$ cat src/frs_map.svh
`ifndef FRS_MAP_SVH
`define FRS_MAP_SVH

// ----------------------------------------
// Timing
// ----------------------------------------
`define FRS_CLK_HZ          10000000
`define FRS_TICK_MS         100
`define FRS_TICK_CYC        (`FRS_CLK_HZ / 1000 * `FRS_TICK_MS)
`define FRS_EARTH_MS        20
`define FRS_EARTH_CYC       (`FRS_CLK_HZ / 1000 * `FRS_EARTH_MS)
`define FRS_ILF_MS          1000
`define FRS_ILF_TICKS       (`FRS_ILF_MS / `FRS_TICK_MS)
`define FRS_WAIT_MIN_TICKS  12'h001
`define FRS_WAIT_MAX_TICKS  12'hE10
`define FRS_SUCCESS_SHIFT   2
`define FRS_LIMIT_OFFSET    7'h64
`define FRS_SUCC_MAX        16'hFFFF

// ----------------------------------------
// Register offsets
// ----------------------------------------
`define FRS_A_CTRL          8'h00
`define FRS_A_LIMIT         8'h04
`define FRS_A_WAIT          8'h08
`define FRS_A_SUCC          8'h0C
`define FRS_A_STAT          8'h10

// ----------------------------------------
// Field positions
// ----------------------------------------
`define FRS_CTRL_SEL_LSB    0
`define FRS_CTRL_SEL_MSB    2
`define FRS_CTRL_OPL        4
`define FRS_CTRL_IPL        5
`define FRS_CTRL_EFC        6
`define FRS_CTRL_POL        7
`define FRS_STAT_CLR        0
`define FRS_STAT_PE         3
`define FRS_STAT_EXC        4

// ----------------------------------------
// Reset values
// ----------------------------------------
`define FRS_CTRL_RST        8'h70
`define FRS_LIMIT_RST       7'h00
`define FRS_WAIT_RST        12'h00A

// ----------------------------------------
// Retry masks per selection
// ----------------------------------------
`define FRS_MASK_SEL0       22'h0FFFFF
`define FRS_MASK_SEL1       22'h000007
`define FRS_MASK_SEL2       22'h000038
`define FRS_MASK_SEL3       22'h00003F
`define FRS_MASK_SEL4       22'h0FF73F
`define FRS_MASK_SEL5       22'h000005

`endif

$ cat src/frs_pkg.sv
`default_nettype none

package frs_pkg;

	// Supervisor states
	typedef enum logic [1:0] {
		ST_NORMAL,
		ST_WAIT,
		ST_PROBE,
		ST_LOCKED
	} frs_state_t;

	// Fault codes, index into the fault vector
	typedef enum logic [4:0] {
		overcurrent_accel_fault,
		overcurrent_const_fault,
		overcurrent_decel_fault,
		overvoltage_accel_fault,
		overvoltage_const_fault,
		overvoltage_decel_fault,
		motor_thermal_fault,
		drive_thermal_fault,
		brake_transistor_fault,
		earth_fault_overcurrent,
		comm_link_fault,
		external_thermal_fault,
		stall_stop_fault,
		option_fault,
		param_storage_fault,
		internal_fault_a,
		internal_fault_b,
		internal_fault_c,
		internal_fault_d,
		input_phase_loss_fault,
		output_phase_loss_fault,
		retry_excess_fault
	} frs_fault_t;

	localparam int NFAULT = 22;
	localparam int NEXT   = 20;

endpackage

`default_nettype wire

$ cat src/frs_tick_if.sv
`timescale 1ns/100ps
`default_nettype none

// Tick strobe between divider and supervisor
interface frs_tick_if;
	logic tick;
	logic clr;
	modport src (input clr, output tick);
	modport snk (input tick, output clr);
endinterface

`default_nettype wire

$ cat src/frs_tick_gen.sv
`timescale 1ns/100ps
`default_nettype none

module frs_tick_gen #(
	parameter int unsigned CYCLES = 1000000
) (
	input  wire logic  clk,
	input  wire logic  resetn,
	frs_tick_if.src    bus
);
	localparam int W = $clog2(CYCLES);
	localparam logic [W-1:0] LAST = W'(CYCLES - 1);

	logic [W-1:0] cnt_q;
	logic         tick_q;

	// Divider, restarted by clr so a wait starts on a full tick
	always_ff @(posedge clk or negedge resetn) begin
		if (!resetn) begin
			cnt_q  <= '0;
			tick_q <= 1'b0;
		end else if (bus.clr) begin
			cnt_q  <= '0;
			tick_q <= 1'b0;
		end else begin
			cnt_q  <= (cnt_q == LAST) ? '0 : cnt_q + 1'b1;
			tick_q <= (cnt_q == LAST);
		end
	end

	assign bus.tick = tick_q;
endmodule

`default_nettype wire

$ cat src/frs_supervisor.sv
`timescale 1ns/100ps
`default_nettype none
`include "frs_map.svh"

module frs_supervisor #(
	parameter int unsigned TICK_CYCLES  = `FRS_TICK_CYC,
	parameter int unsigned EARTH_CYCLES = `FRS_EARTH_CYC
) (
	input  wire logic          clk,
	input  wire logic          resetn,
	input  wire logic          psel,
	input  wire logic          penable,
	input  wire logic          pwrite,
	input  wire logic [7:0]    paddr,
	input  wire logic [31:0]   pwdata,
	output var  logic [31:0]   prdata,
	output var  logic          pready,
	output var  logic          pslverr,
	input  wire logic [19:0]   extFault,
	input  wire logic          startCmd,
	input  wire logic          running,
	input  wire logic          dcBraking,
	input  wire logic          outFreqAbove1Hz,
	input  wire logic          outPhaseLost,
	input  wire logic          inPhaseLost,
	input  wire logic          regenerating,
	input  wire logic          earthFaultSense,
	output var  logic          tripOut,
	output var  logic          faultOut,
	output var  logic          retry_active_out,
	output var  logic          faultResetRestart,
	output var  logic          outputGate,
	output var  logic          retryExcess,
	output var  frs_pkg::frs_fault_t faultRecord
);
	import frs_pkg::*;

	localparam int EW = $clog2(EARTH_CYCLES);
	localparam logic [EW-1:0] EARTH_LAST = EW'(EARTH_CYCLES - 1);
	localparam logic [3:0] ILF_TICKS = 4'(`FRS_ILF_TICKS);

	// ----------------------------------------
	// Functions
	// ----------------------------------------

	// Retry mask for a fault selection
	function automatic logic retryable(input logic [2:0] sel, input frs_fault_t code);
		logic [NFAULT-1:0] mask;
		case (sel)
			3'h0: mask = `FRS_MASK_SEL0;
			3'h1: mask = `FRS_MASK_SEL1;
			3'h2: mask = `FRS_MASK_SEL2;
			3'h3: mask = `FRS_MASK_SEL3;
			3'h4: mask = `FRS_MASK_SEL4;
			3'h5: mask = `FRS_MASK_SEL5;
			default: mask = '0;
		endcase
		return mask[code];
	endfunction

	// Lowest numbered active fault
	function automatic frs_fault_t firstFault(input logic [NFAULT-1:0] v);
		frs_fault_t f;
		f = overcurrent_accel_fault;
		for (int i = NFAULT - 1; i >= 0; i--) begin
			if (v[i]) begin
				f = frs_fault_t'(5'(i));
			end
		end
		return f;
	endfunction

	// ----------------------------------------
	// Declarations
	// ----------------------------------------
	frs_tick_if tickBus ();

	logic [7:0]        ctrl_q;
	logic [6:0]        limit_q;
	logic [11:0]       wait_q;
	logic [15:0]       succ_q;
	logic              ready_q;
	logic              slverr_q;
	logic [31:0]       rdata_q;
	frs_state_t        state_q, state_d;
	logic [15:0]       tmr_q;
	logic [6:0]        retries_q;
	logic              excess_q, excess_d;
	frs_fault_t        record_q;
	logic              peLatched_q;
	logic              powerUpWin_q;
	logic              startPrev_q;
	logic              checking_q;
	logic [EW-1:0]     chkCnt_q;
	logic [3:0]        ilfCnt_q;
	logic              trip_q, fault_q, active_q, restart_q, gate_q;
	logic [NFAULT-1:0] faultVec;
	logic [31:0]       rdMux;
	logic              mapped, access, wrEn;
	logic              tick, tripEvent, retryOk, waitDone, succDone, clrLock;
	logic              lfDetect, ilfDetect, gfDetect, startEvt, inRetry;
	logic [6:0]        effLimit;
	logic [11:0]       effWait;
	frs_fault_t        code;

	// ----------------------------------------
	// Tick divider
	// ----------------------------------------
	frs_tick_gen #(.CYCLES(TICK_CYCLES)) uTick (
		.clk    (clk),
		.resetn (resetn),
		.bus    (tickBus.src)
	);

	// Restart the tick on wait entry so the wait is whole ticks
	assign tickBus.clr = (state_d == ST_WAIT) && (state_q != ST_WAIT);
	assign tick        = tickBus.tick;

	// ----------------------------------------
	// APB slave
	// ----------------------------------------
	assign access = psel && penable;
	assign wrEn   = access && ready_q && pwrite;

	// Address decode and read mux
	always_comb begin
		mapped = 1'b1;
		rdMux  = '0;
		case (paddr)
			`FRS_A_CTRL:  rdMux[7:0]   = ctrl_q;
			`FRS_A_LIMIT: rdMux[6:0]   = limit_q;
			`FRS_A_WAIT:  rdMux[11:0]  = wait_q;
			`FRS_A_SUCC:  rdMux[15:0]  = succ_q;
			`FRS_A_STAT: begin
				rdMux[1:0]         = state_q;
				rdMux[`FRS_STAT_PE]  = peLatched_q;
				rdMux[`FRS_STAT_EXC] = excess_q;
				rdMux[12:8]        = record_q;
				rdMux[22:16]       = retries_q;
			end
			default: mapped = 1'b0;
		endcase
	end

	// One wait state: answer in the second access cycle
	always_ff @(posedge clk or negedge resetn) begin
		if (!resetn) begin
			ready_q  <= 1'b0;
			slverr_q <= 1'b0;
			rdata_q  <= '0;
		end else begin
			ready_q  <= access && !ready_q;
			slverr_q <= access && !ready_q && !mapped;
			if (access && !ready_q) begin
				rdata_q <= pwrite ? 32'h0000_0000 : rdMux;
			end
		end
	end

	// Configuration registers
	always_ff @(posedge clk or negedge resetn) begin
		if (!resetn) begin
			ctrl_q  <= `FRS_CTRL_RST;
			limit_q <= `FRS_LIMIT_RST;
			wait_q  <= `FRS_WAIT_RST;
		end else if (wrEn) begin
			case (paddr)
				`FRS_A_CTRL:  ctrl_q  <= pwdata[7:0];
				`FRS_A_LIMIT: limit_q <= pwdata[6:0];
				`FRS_A_WAIT:  wait_q  <= (pwdata[11:0] > `FRS_WAIT_MAX_TICKS) ?
					`FRS_WAIT_MAX_TICKS : pwdata[11:0];
				default: ;
			endcase
		end
	end

	assign clrLock = wrEn && (paddr == `FRS_A_STAT) && pwdata[`FRS_STAT_CLR];

	// ----------------------------------------
	// Protection detectors
	// ----------------------------------------

	// Output phase loss while running, not braking, above 1Hz
	assign lfDetect = ctrl_q[`FRS_CTRL_OPL] && running && !dcBraking
		&& outFreqAbove1Hz && outPhaseLost;

	// Input phase loss must persist a full second of ticks
	always_ff @(posedge clk or negedge resetn) begin
		if (!resetn) begin
			ilfCnt_q <= '0;
		end else if (!ctrl_q[`FRS_CTRL_IPL] || !inPhaseLost || regenerating) begin
			ilfCnt_q <= '0;
		end else if (tick && ilfCnt_q != ILF_TICKS) begin
			ilfCnt_q <= ilfCnt_q + 1'b1;
		end
	end
	assign ilfDetect = (ilfCnt_q == ILF_TICKS);

	// Start event: rising start command or a retry restart
	assign startEvt = (startCmd && !startPrev_q) || restart_q;

	// Earth check window right after each start
	always_ff @(posedge clk or negedge resetn) begin
		if (!resetn) begin
			startPrev_q <= 1'b0;
			checking_q  <= 1'b0;
			chkCnt_q    <= '0;
		end else begin
			startPrev_q <= startCmd;
			if (startEvt && ctrl_q[`FRS_CTRL_EFC]) begin
				checking_q <= 1'b1;
				chkCnt_q   <= '0;
			end else if (checking_q) begin
				chkCnt_q   <= chkCnt_q + 1'b1;
				checking_q <= (chkCnt_q != EARTH_LAST);
			end
		end
	end

	// Sense counts only inside the check window
	assign gfDetect = checking_q && ctrl_q[`FRS_CTRL_EFC] && earthFaultSense;

	// Collect every trip source
	always_comb begin
		faultVec = {2'b00, extFault};
		faultVec[earth_fault_overcurrent] = extFault[earth_fault_overcurrent] || gfDetect;
		faultVec[input_phase_loss_fault]  = extFault[input_phase_loss_fault] || ilfDetect;
		faultVec[output_phase_loss_fault] = lfDetect;
	end

	// Parameter storage fault seen in the first tick after reset
	always_ff @(posedge clk or negedge resetn) begin
		if (!resetn) begin
			powerUpWin_q <= 1'b1;
			peLatched_q  <= 1'b0;
		end else begin
			if (tick) begin
				powerUpWin_q <= 1'b0;
			end
			if (powerUpWin_q && extFault[param_storage_fault]) begin
				peLatched_q <= 1'b1;
			end
		end
	end

	// ----------------------------------------
	// Retry sequencer
	// ----------------------------------------
	assign effLimit  = (limit_q > `FRS_LIMIT_OFFSET) ? limit_q - `FRS_LIMIT_OFFSET
		: limit_q;
	assign effWait   = (wait_q == 12'h000) ? `FRS_WAIT_MIN_TICKS : wait_q;
	assign code      = firstFault(faultVec);
	assign tripEvent = ((state_q == ST_NORMAL) || (state_q == ST_PROBE)) && (|faultVec);
	assign retryOk   = retryable(ctrl_q[`FRS_CTRL_SEL_MSB:`FRS_CTRL_SEL_LSB], code)
		&& (effLimit != 7'h00) && !peLatched_q;
	assign waitDone  = (state_q == ST_WAIT) && (tmr_q >= {4'h0, effWait});
	assign succDone  = (state_q == ST_PROBE)
		&& (tmr_q > {2'b00, effWait, `FRS_SUCCESS_SHIFT'(0)});
	assign inRetry   = (state_d == ST_WAIT) || (state_d == ST_PROBE);

	// Next state and excess flag
	always_comb begin
		state_d  = state_q;
		excess_d = excess_q;
		case (state_q)
			ST_NORMAL, ST_PROBE: begin
				if (tripEvent) begin
					if (!retryOk) begin
						state_d = ST_LOCKED;
					end else if (retries_q >= effLimit) begin
						state_d  = ST_LOCKED;
						excess_d = 1'b1;
					end else begin
						state_d = ST_WAIT;
					end
				end else if (succDone) begin
					state_d = ST_NORMAL;
				end
			end
			ST_WAIT: begin
				if (waitDone) begin
					state_d = ST_PROBE;
				end
			end
			ST_LOCKED: begin
				if (clrLock) begin
					state_d  = ST_NORMAL;
					excess_d = 1'b0;
				end
			end
			default: state_d = ST_NORMAL;
		endcase
	end

	// State, excess flag and tick timer
	always_ff @(posedge clk or negedge resetn) begin
		if (!resetn) begin
			state_q  <= ST_NORMAL;
			excess_q <= 1'b0;
			tmr_q    <= '0;
		end else begin
			state_q  <= state_d;
			excess_q <= excess_d;
			if (state_d != state_q) begin
				tmr_q <= '0;
			end else if (tick && tmr_q != 16'hFFFF) begin
				tmr_q <= tmr_q + 1'b1;
			end
		end
	end

	// Consecutive retry count
	always_ff @(posedge clk or negedge resetn) begin
		if (!resetn) begin
			retries_q <= '0;
		end else if (succDone || (state_q == ST_LOCKED && clrLock)) begin
			retries_q <= '0;
		end else if (waitDone) begin
			retries_q <= retries_q + 1'b1;
		end
	end

	// First fault of a sequence is kept
	always_ff @(posedge clk or negedge resetn) begin
		if (!resetn) begin
			record_q <= overcurrent_accel_fault;
		end else if (tripEvent && state_q == ST_NORMAL) begin
			record_q <= code;
		end
	end

	// Successful retry counter, a clear in the same cycle as a success loads 1
	always_ff @(posedge clk or negedge resetn) begin
		if (!resetn) begin
			succ_q <= '0;
		end else if (succDone) begin
			if (wrEn && paddr == `FRS_A_SUCC && pwdata[15:0] == 16'h0000) begin
				succ_q <= 16'h0001;
			end else if (succ_q != `FRS_SUCC_MAX) begin
				succ_q <= succ_q + 1'b1;
			end
		end else if (wrEn && paddr == `FRS_A_SUCC && pwdata[15:0] == 16'h0000) begin
			succ_q <= '0;
		end
	end

	// ----------------------------------------
	// Registered outputs
	// ----------------------------------------

	// Drive-side outputs; restart pulse clears only the trip, not
	// the thermal or brake duty accumulators held downstream
	always_ff @(posedge clk or negedge resetn) begin
		if (!resetn) begin
			trip_q    <= 1'b0;
			fault_q   <= 1'b0;
			active_q  <= 1'b0;
			restart_q <= 1'b0;
			gate_q    <= 1'b0;
		end else begin
			trip_q    <= (state_d == ST_WAIT) || (state_d == ST_LOCKED);
			fault_q   <= (state_d == ST_LOCKED)
				|| (inRetry && limit_q > `FRS_LIMIT_OFFSET);
			active_q  <= inRetry ^ ctrl_q[`FRS_CTRL_POL];
			restart_q <= waitDone;
			gate_q    <= startCmd && !checking_q && !startEvt
				&& ((state_d == ST_NORMAL) || (state_d == ST_PROBE));
		end
	end

	assign prdata            = rdata_q;
	assign pready            = ready_q;
	assign pslverr           = slverr_q;
	assign tripOut           = trip_q;
	assign faultOut          = fault_q;
	assign retry_active_out  = active_q;
	assign faultResetRestart = restart_q;
	assign outputGate        = gate_q;
	assign retryExcess       = excess_q;
	assign faultRecord       = record_q;
endmodule

`default_nettype wire

$ cat config.mk
export PLATFORM = sky130hd
export DESIGN_NAME = frs_supervisor
export DESIGN_NICKNAME = d
export VERILOG_FILES = /design/src/frs_pkg.sv /design/src/frs_tick_if.sv /design/src/frs_tick_gen.sv /design/src/frs_supervisor.sv
export VERILOG_INCLUDE_DIRS = /design/src
export SDC_FILE = /design/constraint.sdc
export NUM_CORES = 1
export LEC_CHECK = 0
export BUFFER_PORTS_ARGS = -buffer_cell sky130_fd_sc_hd__clkbuf_2
export CELL_PAD_IN_SITES_DETAIL_PLACEMENT = 0
export CELL_PAD_IN_SITES_GLOBAL_PLACEMENT = 1
export CORE_AREA = 3 3 152 154
export CTS_CLUSTER_DIAMETER = 150
export DETAILED_ROUTE_END_ITERATION = 8
export DIE_AREA = 0 0 155 157
export PLACE_DENSITY = 0.84
export SYNTH_ARGS = -nofsm -noshare
export SYNTH_HDL_FRONTEND = slang
export SYNTH_SLANG_ARGS = --single-unit
$ cat constraint.sdc
create_clock -name clk -period 8.2 [get_ports clk]
set_clock_uncertainty 0.2 [all_clocks]
set_input_delay 1.23 -clock clk [delete_from_list [all_inputs] [get_ports clk]]
set_output_delay 1.23 -clock clk [all_outputs]
set_load 0.03 [all_outputs]
==> flow_summary.rst, run 1 <==
.. list-table::
   :header-rows: 1

   * - Metric
     - Value
   * - Run status
     - finished, final reports clean
   * - Layout cell share with drive strength beyond 1
     - 17.8%
   * - CTS tree
     - yes
   * - Routed Antenna Nets
     - 0
   * - Share of synthesized registers carrying an async set or reset
     - 100%
   * - H-tree depth reported by CTS
     - 4
   * - Clock tree buffer depth
     - 2
   * - Port Buf Inserts
     - just over 90
   * - Number of instances in the synthesized netlist
     - roughly 940
   * - Crit path kind
     - in -> reg
   * - All-layer global routing usage
     - 18.3%
   * - CTS Root Buffer Type
     - sky130_fd_sc_hd__clkbuf_16
   * - Data required time at the worst endpoint
     - between 8 and 9 ns
   * - Worst rel slew slack
     - 29.4%
   * - Minimum clock period after layout
     - approximately 5.0 ns
   * - Hold Crit Class
     - reg -> reg
   * - Most frequent cells in the layout
     - 144 x sky130_fd_sc_hd__dfrtp_1, 101 x sky130_fd_sc_hd__nor2_1, 97 x sky130_fd_sc_hd__nand2_1, 91 x sky130_fd_sc_hd__clkbuf_2, 54 x sky130_fd_sc_hd__nand3_1
   * - First-pass GRT wire length
     - between 30000 and 40000 um
   * - Syn avg cell area
     - 9.31 um2
   * - Arr. time, crit path
     - around 5.1 ns
   * - Worst path setup slack after routing
     - ~3.2 ns
   * - Clock edge transition at the registers on the reported setup and hold paths
     - 0.06 ns
   * - Number of fill cells in the layout
     - approximately 2100
   * - Fin crit share
     - around three fifths
   * - Max-capacitance violation count
     - 0
   * - Width of the die
     - 155 um
   * - Worst setup SP type
     - primary input
   * - Setup repair after global routing missed its margin
     - no
   * - Number of global-route vias before repair
     - a little under 7000
   * - Overall power of the completed layout
     - 1820 uW
   * - Post-synth top flop
     - sky130_fd_sc_hd__dfrtp_1
   * - Final setup violation count
     - 0
   * - Post-synthesis sequential area ratio
     - a little over two fifths
   * - Starting density of the core
     - 40.1%
   * - Post CTS Setup Buffer Count
     - 0
   * - Maximum operating frequency
     - about 200 MHz
   * - Routability congestion estimate from global placement
     - around 0.88
   * - Reg area
     - ~0.0038 mm2
   * - Area of the multi-input gates
     - 0.00467 mm2
   * - Number of synthesis warnings
     - 0
   * - Post-route non-filler standard cell count
     - about 1300
   * - Clock insertion delay at the later pin of the skew report
     - around 0.43 ns
   * - Diode count
     - 0
   * - Number of clock sinks
     - 150
   * - Cell count after placement
     - 1284
   * - Remaining DRCs
     - 0
   * - Worst slack, placed
     - between 2 and 3 ns
   * - Floorplan die area
     - 0.0243 mm2
   * - Cell Area, Synth
     - slightly below 0.009 mm2
   * - Post-route cell area
     - roughly 0.010 mm2
   * - Post-synthesis register bit count
     - 150
   * - Number of synthesized flops with an enable pin
     - 0
   * - Die Height
     - 157 um
   * - Final net count
     - 1139
   * - Final hold violations
     - 0
   * - Count of distinct cell types in the synthesized netlist
     - 70
   * - Static leakage
     - ~0.0045 uW
   * - TNS Setup
     - 0 ns
   * - Detailed-routing iteration count for the pre-antenna-repair pass
     - 5
   * - Layout Area Growth over Synthesis
     - 14.5%
   * - Detailed Route Iter0 Violations
     - 500
   * - Commonest non-fill, non-tap cell in the layout
     - sky130_fd_sc_hd__dfrtp_1
   * - Mean routed wirelength per cell
     - 16.6 um
   * - Number of cells upsized or downsized after cts
     - 0
   * - Number of CTS-inserted buffers
     - 17
   * - Max-slew violation count
     - 0
   * - Area of the core region
     - between 0.02 and 0.025 mm2
   * - Number of placed I/O pins
     - approximately 120
   * - Peak supply drop
     - ~0.13 mV
   * - Type of element capturing the critical path
     - flip-flop
   * - Largest fanout of any net on the critical path
     - 19
   * - Number of buffers added to fix hold violations after cts
     - 0
   * - Vias per std cell
     - 5.41
   * - Detailed placer's ending HPWL
     - about 17000 um
   * - Post-Route WL
     - 21900 um
   * - Total congestion overflow after global routing
     - 0
   * - Row Count
     - 54
   * - Placed Area
     - between 0.009 and 0.01 mm2
   * - Slew at the pin with the worst max-slew slack
     - about 1.1 ns
   * - Maximum number of pins on one net before global-route repair
     - around 100
   * - Vias after detailed routing
     - ~7100
   * - Pwr per Cell Area
     - around 180 mW/mm2
   * - Initial antenna violation count
     - 0
## where the power goes
| group | internal (uW) | total [uW] | leakage (uW) | switching, uW |
|---|---|---|---|---|
| Combinational | 76.8 | 193 | 0.00227 | 116 |
| Sequential | 786 | 836 | 0.00192 | 49.7 |
| Clock | 460 | 792 | 0.000278 | 332 |
| Total | 1320 | 1820 | 0.00447 | 497 |
## state kept, by name, summed over array words and instances (netlist names), 4 cells and up
signal	count
uTick.cnt_q	20
wait_q	12
limit_q	7
prdata	23
tmr_q	16
chkCnt_q	18
faultRecord	5
retries_q	7
ctrl_q	8
succ_q	16
ilfCnt_q	4
## through the flow
step / util [%] / hold WS (ns)
after detailed placement: 43.2 / 0.262
final: 45.9 / 0.269
after global placement: 43.2 / 0.252
after floorplan: - / 0.254
after CTS: 45.9 / 0.276
after global routing: 45.9 / 0.290
## cell usage after synthesis, types with 7 or more instances
cell type / n / share of area [%]
sky130_fd_sc_hd__dfrtp_1: 144 / 41
sky130_fd_sc_hd__nor2_1: 101 / 4.3
sky130_fd_sc_hd__nand2_1: 97 / 4.2
sky130_fd_sc_hd__nand3_1: 54 / 3.1
sky130_fd_sc_hd__nor3_1: 49 / 2.8
sky130_fd_sc_hd__o21ai_0: 45 / 2.6
sky130_fd_sc_hd__ha_1: 43 / 6.2
sky130_fd_sc_hd__xor2_1: 37 / 3.7
sky130_fd_sc_hd__inv_1: 36 / 1.5
sky130_fd_sc_hd__a21oi_1: 34 / 1.9
sky130_fd_sc_hd__mux2_2: 28 / 3.6
sky130_fd_sc_hd__nand4_1: 28 / 2.0
sky130_fd_sc_hd__xnor2_1: 26 / 2.6
sky130_fd_sc_hd__clkbuf_1: 21 / 0.90
sky130_fd_sc_hd__and3_1: 17 / 1.2
sky130_fd_sc_hd__mux2i_1: 15 / 1.7
sky130_fd_sc_hd__nor4_1: 15 / 1.1
sky130_fd_sc_hd__a22o_1: 11 / 1.1
sky130_fd_sc_hd__or3_1: 11 / 0.79
sky130_fd_sc_hd__buf_4: 9 / 0.77
sky130_fd_sc_hd__buf_1: 8 / 0.34
sky130_fd_sc_hd__a21o_1: 7 / 0.60
sky130_fd_sc_hd__nor2b_1: 7 / 0.50
## path summary, 6_finish.rpt
kind / endpoint / cells after the start / from / slack [ns]
setup / recovery: uTick.cnt_q[14] / 12 / extFault[14] / 3.24
setup reg to reg: uTick.cnt_q[13] / 18 / limit_q[2] / 3.56
hold reg to reg: prdata[18] / 2 / prdata[18] / 0.27
hold / removal: prdata[18] / 2 / prdata[18] / 0.27
min in group asynchronous: chkCnt_q[16] / 1 / resetn / 0.70
max in group asynchronous: ilfCnt_q[1] / 2 / resetn / 5.88
## cell families (layout without fill, tap and decap cells)
kind of cell | Yosys count | after routing | share of synthesized area (%)
AOI/OAI and AO/OA | 146 | 146 | 11.1
xor gates and xnor gates | 63 | 63 | 6.31
adders and majority gates | 43 | 43 | 6.15
buffers and inverters | 76 | 165 | 3.92
DFF | 150 | 150 | 43.0
muxes | 50 | 50 | 6.78
other | 1 | 9 | 0.0429
and+or+nand+nor | 410 | 410 | 22.7
## critical path, stage by stage
cell and delay, ns:
sky130_fd_sc_hd__clkbuf_2 0.13, sky130_fd_sc_hd__nor4_1 0.55, sky130_fd_sc_hd__o21ai_0 0.17, sky130_fd_sc_hd__and3_1 0.21, sky130_fd_sc_hd__o21ai_0 0.33, sky130_fd_sc_hd__a41oi_1 0.19, sky130_fd_sc_hd__or4_1 0.57, sky130_fd_sc_hd__a211o_1 0.64
sky130_fd_sc_hd__ha_1 0.36, sky130_fd_sc_hd__nand2_1 0.09, sky130_fd_sc_hd__nand2_1 0.38, sky130_fd_sc_hd__a21oi_1 0.25
## layout make-up
class | count | area share (%)
Tap cell | 280 | 3.50
Clock buffer | 19 | 4.42
Timing Repair Buffer | 97 | 5.03
Clock inverter | 13 | 1.50
Sequential cell | 150 | 37.6
Inverter | 36 | 1.35
Multi-Input combinational cell | 721 | 46.6
## layer usage
metal	GRT usage, %	vias to the layer above	part of all wire (%)
met3	3.49	25	4.2
met1	25.7	3459	47
met5	0	-	0
met4	4.92	0	1.6
li1	-	3502	-
met2	29.3	139	48
Power figures use the tool's default switching activity.
==> run 2, diff against run 1 <==
ABC_AREA = 1   (was unset)
CORE_AREA = 3 3 154 156   (was 3 3 152 154)
DIE_AREA = 0 0 157 159   (was 0 0 155 157)
PLACE_DENSITY = 0.87   (was 0.84)
clock period = 4.5 ns   (was 8.2 ns; I/O delays follow)
==> run 2 against run 1 <==
Net effect:
- global-route usage increased by 0.32 points
- die area increased by 2.6%
- non-clock buffer count is 6 higher
- area after synthesis shrank 0.62%
- critical endpoint is now uTick.cnt_q[12]
- critical path type is now reg -> reg
- cell count is 13% higher
- flip-flop and latch count is the same
- sequential share of layout area down 0.41 points
- clock-buffer cell count did not move
- first-iteration DRC count decreased by 8.2%
- highest routed layer unchanged
- register-to-register slack worse by 3.2 ns
- sequential power is 83% higher
- synthesized cell count increased by 15%
==> flow_summary.rst, run 2 <==
.. list-table::
   :header-rows: 1

   * - Metric
     - Value
   * - Run status
     - finished, final reports clean
   * - Vias per std cell
     - 5.08 (-6.2%)
   * - Fin util
     - 45.0% (-0.90 points)
   * - Number of placed I/O pins
     - 118 (unchanged)
   * - Final net count
     - 1302 (+14%)
   * - Final setup violation count
     - 0 (unchanged)
   * - H-tree depth reported by CTS
     - 4 (unchanged)
   * - Starting density of the core
     - 38.6% (-1.4 points)
   * - Number of fill cells in the layout
     - 2232 (+7.0%)
   * - Highest-utilization routing layer at the global route stage
     - met2
   * - Mean routed wirelength per cell
     - 15.3 um (-8.1%)
   * - Minimum clock period after layout
     - just over 4 ns
   * - Most used cell, CP
     - sky130_fd_sc_hd__nand2_1
   * - Worst setup SP type
     - flip-flop
   * - Peak supply drop
     - 0.182 mV (+42%)
   * - Area of the multi-input gates
     - 0.00415 mm2 (-11%)
   * - Port Buf Inserts
     - 92 (unchanged)
   * - Clock insertion delay at the later pin of the skew report
     - 0.43 ns (about the same)
   * - Detailed placer's ending HPWL
     - 17600 um (+6.1%)
   * - Routed Antenna Nets
     - 0 (unchanged)
   * - Count of distinct cell types in the synthesized netlist
     - 62 (-11%)
   * - Share of synthesized registers carrying an async set or reset
     - 100% (unchanged)
   * - Global-route met2 utilization
     - 31.9% (+2.6 points)
   * - Max-capacitance violation count
     - 0 (unchanged)
   * - Number of synthesized flops with an enable pin
     - 0 (unchanged)
   * - Detailed-routing iteration count for the pre-antenna-repair pass
     - 5 (unchanged)
   * - Arr. time, crit path
     - 4.20 ns (-0.91 ns)
   * - Width of the die
     - 157 um (+1.3%)
   * - CTS Root Buffer Type
     - sky130_fd_sc_hd__clkbuf_16
   * - Worst hold margin
     - 0.0997 ns (-0.169 ns)
   * - Floorplan die area
     - 0.0250 mm2 (+2.6%)
   * - Largest fanout of any net on the critical path
     - 8 (-11)
   * - Crit path kind
     - reg -> reg
   * - Most frequent cells in the layout
     - 176 x sky130_fd_sc_hd__nand2_1, 168 x sky130_fd_sc_hd__inv_1, 144 x sky130_fd_sc_hd__dfrtp_1, 127 x sky130_fd_sc_hd__nor2_1, 91 x sky130_fd_sc_hd__clkbuf_2
   * - First-pass GRT wire length
     - 37200 um (+4.0%)
   * - Number of CTS-inserted buffers
     - 17 (unchanged)
   * - Post-synthesis register bit count
     - 150 (unchanged)
   * - All-layer global routing usage
     - 18.6% (+0.32 points)
   * - Number of synthesis warnings
     - 0 (unchanged)
   * - Number of buffers added to fix hold violations after cts
     - 0 (unchanged)
   * - Pwr per Cell Area
     - 345 mW/mm2 (+90%)
   * - Source of the worst register-to-register timing path
     - wait_q[9]
   * - Final hold violations
     - 0 (unchanged)
   * - Number of clock sinks
     - 150 (unchanged)
   * - Most frequent cell after synthesis
     - sky130_fd_sc_hd__nand2_1
   * - Layout cell share with drive strength beyond 1
     - 15.2% (-2.6 points)
   * - Clock tree buffer depth
     - 2 (unchanged)
   * - Detailed Route Iter0 Violations
     - 459 (-8.2%)
   * - Max-slew violation count
     - 0 (unchanged)
   * - Die Height
     - 159 um (+1.3%)
   * - Startpoint of the worst setup timing path
     - wait_q[9]
   * - Area of the core region
     - 0.0225 mm2 (+3.1%)
   * - Data required time at the worst endpoint
     - 4.60 ns (-3.74 ns)
   * - Worst path setup slack after routing
     - 0.399 ns (-2.84 ns)
   * - Post CTS Setup Buffer Count
     - 0 (unchanged)
   * - Maximum number of pins on one net before global-route repair
     - 89 (-12%)
   * - Diode count
     - 0 (unchanged)
   * - Setup repair after global routing missed its margin
     - no
   * - Cell type of the slowest stage on the worst timing path
     - sky130_fd_sc_hd__o41ai_2
   * - Worst rel slew slack
     - 43.5% (+14 points)
   * - Number of instances in the synthesized netlist
     - 1078 (+15%)
   * - Total congestion overflow after global routing
     - 0 (unchanged)
   * - Reg area
     - 0.00376 mm2 (unchanged)
   * - Cell Area, Synth
     - 0.00869 mm2 (-0.62%)
   * - Fin crit share
     - approximately 91%
   * - Slew at the pin with the worst max-slew slack
     - 0.847 ns (-0.213 ns)
   * - Type of element capturing the critical path
     - flip-flop
   * - Worst slack, placed
     - 0.279 ns (-2.50 ns)
   * - Number of global-route vias before repair
     - 7332 (+7.6%)
   * - Met3 usage
     - 3.32% (-0.18 points)
   * - Cells along the critical path
     - inv_1 > nand4_1 > o41ai_2 > ha_1 > o21a_1 > o21a_1 > o21a_1 > o21ai_1 > nand2_1 > nand2_1 > nand2_1 > nand2_1 > nand2_1 > a21boi_1 > o21ai_1 > o21ai_0 > inv_1 > nand2_1 > ha_1 > nand2_1 > nand2_1 > buf_4 > o21bai_1 > a21oi_1
   * - Layout Area Growth over Synthesis
     - 16.5%
   * - Routability congestion estimate from global placement
     - 0.846 (-3.9%)
   * - Number of flip-flops under the largest register name
     - 23 (unchanged)
   * - Clock edge transition at the registers on the reported setup and hold paths
     - 0.06 ns (about the same)
   * - Commonest non-fill, non-tap cell in the layout
     - sky130_fd_sc_hd__nand2_1
   * - Biggest area consumer among synthesized cells
     - sky130_fd_sc_hd__dfrtp_1
   * - Row Count
     - 55 (+1.9%)
   * - Maximum operating frequency
     - 244 MHz
   * - Top cells by area, synth
     - sky130_fd_sc_hd__dfrtp_1 41%, sky130_fd_sc_hd__nand2_1 7.6%, sky130_fd_sc_hd__inv_1 7.3%
   * - Remaining DRCs
     - 0 (unchanged)
   * - Syn avg cell area
     - 8.06 um2 (-13%)
   * - Hold Crit Class
     - in -> async
   * - Top cell types by occurrence after synthesis
     - 176 x sky130_fd_sc_hd__nand2_1, 168 x sky130_fd_sc_hd__inv_1, 144 x sky130_fd_sc_hd__dfrtp_1, 127 x sky130_fd_sc_hd__nor2_1, 70 x sky130_fd_sc_hd__o21ai_0
   * - Initial antenna violation count
     - 0 (unchanged)
   * - Post-synthesis sequential area ratio
     - 43.3% (+0.27 points)
   * - Vias after detailed routing
     - 7532 (+5.7%)
   * - Max stage delay on crit path
     - 0.45 ns (-0.19 ns)
   * - Met1 usage
     - 23.7% (-1.9 points)
   * - TNS Setup
     - 0 ns (unchanged)
   * - CTS tree
     - yes
   * - Post-Route WL
     - 22700 um (+3.6%)
   * - Static leakage
     - 0.00490 uW (+9.6%)
   * - Area fraction of the dominant cell type after synthesis
     - 41.5% (+0.26 points)
   * - Post-synth top flop
     - sky130_fd_sc_hd__dfrtp_1
[run 2: cell types whose count changed in the layout (fill, tap and decap cells not counted), sizes merged, moves of 14 or more]
cell,delta
nand2,+84
and3,-15
a21oi,+14
mux2,-31
xor2,-20
o21ai,+29
nor2,+37
mux2i,-15
xnor2,-19
inv,+143
[run 2: cell families (layout without fill, tap and decap cells)]
logic type / Yosys count / in the layout / synth area share, %
flip-flops: 150 / 150 / 43.3
AND/OR/NAND/NOR: 468 / 468 / 25.1
multiplexers: 1 / 1 / 0.130
AO/OA/AOI/OAI: 190 / 190 / 13.4
adder cells (fa/ha/maj): 43 / 43 / 6.19
other: 1 / 9 / 0.0431
XOR/XNOR: 24 / 24 / 2.42
buffers and inverters: 201 / 313 / 9.36
[run 2: repair_timing]
action	CTS	global route
endpoints found under the setup margin	0	1
hold endpoints to repair	0	0
resized for setup	0	1
[run 2: through the flow]
step	total power, uW	cells	area (um2)
final	3500	1483	10100
after detailed placement	2020	1452	9500
after global placement	2010	1452	9500
after CTS	3530	1483	10100
after global routing	3670	1483	10100
after floorplan	1870	1086	8720
[run 2: worst paths after layout]
path                                         to  slack [ns]  cells after the start
min in group clk                    startPrev_q        0.20                      1
worst max-delay path            uTick.cnt_q[12]        0.40                     24
max in group asynchronous               pslverr        3.19                      2
worst max register to register  uTick.cnt_q[12]        0.40                     24
worst min register to register   uTick.cnt_q[0]        0.25                      1
worst min-delay path             uTick.cnt_q[2]         0.1                      1
[run 2: worst max-delay path: cells and delay by family (launching register included)]
family	cells	cell delay, ns
DFF	1	0.41
buffers and inverters	3	0.37
and+or+nand+nor	9	0.77
AOI/OAI and AO/OA	10	1.76
adders and majority gates	2	0.50
[run 2: layer usage]
metal | share of wire (%) | up-vias
li1 | - | 3770
met1 | 44 | 3603
met2 | 51 | 125
met3 | 3.2 | 34
met4 | 2.4 | 0
met5 | 0 | -
[run 2: power breakdown]
group / internal [uW] / switching (uW)
clock: 911 / 591
sequential: 1430 / 97.1
combinational: 191 / 273
total: 2530 / 962
[run 2: cell type report]
type	instances	area share, %
clock buffer	19	4.47
clock inverter	12	1.64
inverter	179	6.64
multi-input combinational	735	41.0
sequential	150	37.1
tap	285	3.52
timing repair buffer	103	5.55
==> run 3, diff against run 2 <==
PLACE_DENSITY = unset   (was 0.87)
PLACE_DENSITY_LB_ADDON = 0.1   (was unset)
==> run 3 against run 2 <==
Net effect:
- sequential share of layout area increased by 0.11 points
- die area unchanged
- global-route usage increased by 0.60 points
- highest routed layer unchanged
- flip-flop and latch count unchanged
- register-to-register slack about the same
- combinational power about the same
- critical endpoint is now uTick.cnt_q[16]
- wire length increased by 2.4%
- core utilization decreased by 0.13 points
- largest cell class unchanged
- clock-buffer cell count decreased by 2
==> flow_summary.rst, run 3 (synthesized netlist as in run 2, its figures left out) <==
.. list-table::
   :header-rows: 1

   * - Metric
     - Value
   * - All-layer global routing usage
     - 19.2% (+0.60 points)
   * - Minimum clock period after layout
     - 4.09 ns (-0.00682 ns)
   * - Crit path kind
     - reg -> reg
   * - Remaining DRCs
     - 0 (unchanged)
   * - Number of flip-flops under the largest register name
     - 23 (unchanged)
   * - Worst rel slew slack
     - 36.9% (-6.7 points)
   * - Clock tree buffer depth
     - 2 (unchanged)
   * - Register-to-register setup slack
     - 0.41 ns (about the same)
   * - Slew at the pin with the worst max-slew slack
     - 0.938 ns (+0.0912 ns)
   * - Data required time at the worst endpoint
     - 4.63 ns (+0.03 ns)
   * - Max-slew violation count
     - 0 (unchanged)
   * - Setup repair after global routing missed its margin
     - no
   * - Pwr per Cell Area
     - 331 mW/mm2 (-4.2%)
   * - TNS Setup
     - 0 ns (unchanged)
   * - Total congestion overflow after global routing
     - 0 (unchanged)
   * - Layout Area Growth over Synthesis
     - 16.2%
   * - Number of fill cells in the layout
     - 2308 (+3.4%)
   * - Die Height
     - 159 um (unchanged)
   * - Overall power of the completed layout
     - 3340 uW (-4.5%)
   * - Diode count
     - 0 (unchanged)
   * - Largest fanout of any net on the critical path
     - 11 (+3)
   * - Peak supply drop
     - 0.221 mV (+21%)
   * - CTS Root Buffer Type
     - sky130_fd_sc_hd__clkbuf_16
   * - Max stage delay on crit path
     - 0.45 ns (about the same)
   * - Vias per std cell
     - 4.98 (-2.0%)
   * - First-pass GRT wire length
     - 37900 um (+1.9%)
   * - Clock insertion delay at the later pin of the skew report
     - 0.43 ns (about the same)
   * - Run status
     - finished, final reports clean
   * - Source of the worst register-to-register timing path
     - wait_q[9]
   * - Mean routed wirelength per cell
     - 15.6 um (+1.9%)
   * - Detailed Route Iter0 Violations
     - 399 (-13%)
   * - Initial antenna violation count
     - 0 (unchanged)
   * - Commonest non-fill, non-tap cell in the layout
     - sky130_fd_sc_hd__nand2_1
   * - CTS tree
     - yes
   * - Static leakage
     - 0.00489 uW (-0.28%)
   * - Clock edge transition at the registers on the reported setup and hold paths
     - 0.07 ns (about the same)
   * - Area of the core region
     - 0.0225 mm2 (unchanged)
   * - Layout cell share with drive strength beyond 1
     - 15.7% (+0.49 points)
   * - Max-capacitance violation count
     - 0 (unchanged)
   * - Arr. time, crit path
     - 4.22 ns (+0.02 ns)
   * - Width of the die
     - 157 um (unchanged)
   * - Most frequent cells in the layout
     - 176 x sky130_fd_sc_hd__nand2_1, 168 x sky130_fd_sc_hd__inv_1, 144 x sky130_fd_sc_hd__dfrtp_1, 127 x sky130_fd_sc_hd__nor2_1, 91 x sky130_fd_sc_hd__clkbuf_2
   * - Worst reg2reg endpoint
     - uTick.cnt_q[16]
   * - Number of CTS-inserted buffers
     - 17 (unchanged)
   * - Final hold violations
     - 0 (unchanged)
   * - Post-Route WL
     - 23200 um (+2.4%)
   * - Routed Antenna Nets
     - 0 (unchanged)
   * - Hold Crit Class
     - in -> async
   * - Area of the multi-input gates
     - 0.00415 mm2 (unchanged)
   * - Cell type of the slowest stage on the worst timing path
     - sky130_fd_sc_hd__o41ai_2
   * - Maximum operating frequency
     - 244 MHz (+0.17%)
   * - Routability congestion estimate from global placement
     - 0.881 (+4.2%)
   * - Row Count
     - 55 (unchanged)
   * - Starting density of the core
     - 38.6% (unchanged)
   * - Port Buf Inserts
     - 92 (unchanged)
   * - R2R depth
     - 23 (-4.2%)
   * - Number of clock sinks
     - 150 (unchanged)
   * - Type of element capturing the critical path
     - flip-flop
   * - Number of placed I/O pins
     - 118 (unchanged)
   * - H-tree depth reported by CTS
     - 4 (unchanged)
   * - Reg area
     - 0.00376 mm2 (unchanged)
   * - Cells along the critical path
     - inv_1 > nand4_1 > o41ai_2 > ha_1 > o21a_1 > o21a_1 > o21a_1 > o21ai_1 > nand2_1 > nand2_1 > nand2_1 > nand2_1 > nand2_1 > a21boi_1 > o21ai_1 > nor2_1 > nor3_4 > nand2_4 > ha_1 > nand2_1 > nand2_1 > buf_12 > nor3_1
   * - Maximum number of pins on one net before global-route repair
     - 76 (-15%)
   * - Worst slack, placed
     - 0.230 ns (-0.0484 ns)
   * - Detailed placer's ending HPWL
     - 18100 um (+3.1%)
   * - Detailed-routing iteration count for the pre-antenna-repair pass
     - 5 (unchanged)
   * - Floorplan die area
     - 0.0250 mm2 (unchanged)
   * - Number of buffers added to fix hold violations after cts
     - 0 (unchanged)
   * - Final setup violation count
     - 0 (unchanged)
   * - Vias after detailed routing
     - 7418 (-1.5%)
   * - Worst path setup slack after routing
     - 0.406 ns (+0.00682 ns)
   * - Fin crit share
     - 91.0% (-0.15 points)
   * - Most used cell, CP
     - sky130_fd_sc_hd__nand2_1
   * - Worst setup SP type
     - flip-flop
   * - Number of global-route vias before repair
     - 7287 (-0.61%)
   * - Final net count
     - 1308 (+0.46%)
-- run 3: timing repair --
action                                  CTS  global route
setup buffers                             0             0
endpoints found under the setup margin    0            12
gates resized for setup                   0             1
-- run 3: how the worst max path moves through the flow --
stage | from | end | slack, ns | cells past startpoint
6_report | wait_q[9] | uTick.cnt_q[16] | 0.41 | 23
5_1_grt | wait_q[9] | uTick.cnt_q[14] | 0.08 | 23
4_1_cts | wait_q[9] | uTick.cnt_q[16] | 0.22 | 23
3_5_place_dp | wait_q[9] | uTick.cnt_q[16] | 0.23 | 23
3_3_place_gp | wait_q[9] | uTick.cnt_q[16] | 0.27 | 23
2_1_floorplan | limit_q[2] | uTick.cnt_q[13] | 0.83 | 22
-- run 3: metrics by stage --
| step | instances | hold slack (ns) | cell area, um2 | utilization, % |
|---|---|---|---|---|
| after global placement | 1458 | 0.239 | 9540 | 42.4 |
| after floorplan | 1086 | 0.179 | 8720 | - |
| after global routing | 1490 | 0.137 | 10100 | 44.9 |
| after detailed placement | 1458 | 0.242 | 9540 | 42.4 |
| after CTS | 1490 | 0.111 | 10100 | 44.8 |
| final | 1490 | 0.0740 | 10100 | 44.9 |
-- run 3: cell type report --
| cell class | instances | share of cell area (%) |
|---|---|---|
| clock buffers | 17 | 4.21 |
| repair buffers | 109 | 6.01 |
| inverters | 179 | 6.66 |
| multi-input cells | 735 | 41.1 |
| well taps | 285 | 3.53 |
| clock inverters | 15 | 1.19 |
| flip-flops and latches | 150 | 37.3 |
-- run 3: power by group --
part | switching (uW) | leakage [uW] | internal, uW
clock network | 632 | 0.000260 | 717
registers | 94.3 | 0.00181 | 1430
logic | 273 | 0.00281 | 189
total | 1000 | 0.00489 | 2340
-- run 3: worst max-delay path: cells and delay by family (launching register included) --
family,cells,cell delay [ns]
buf+inv,2,0.32
flops,1,0.39
simple gates,12,1.23
compound gates,7,1.40
fa+ha+maj,2,0.45
-- run 3: layer usage --
layer / vias to the layer above / global-route usage (%) / wire length [um]
met5: - / 0 / 0
met4: 0 / 5.17 / 438
met3: 25 / 3.53 / 746
met2: 131 / 31.7 / 11000
met1: 3486 / 26.0 / 11000
li1: 3776 / - / -
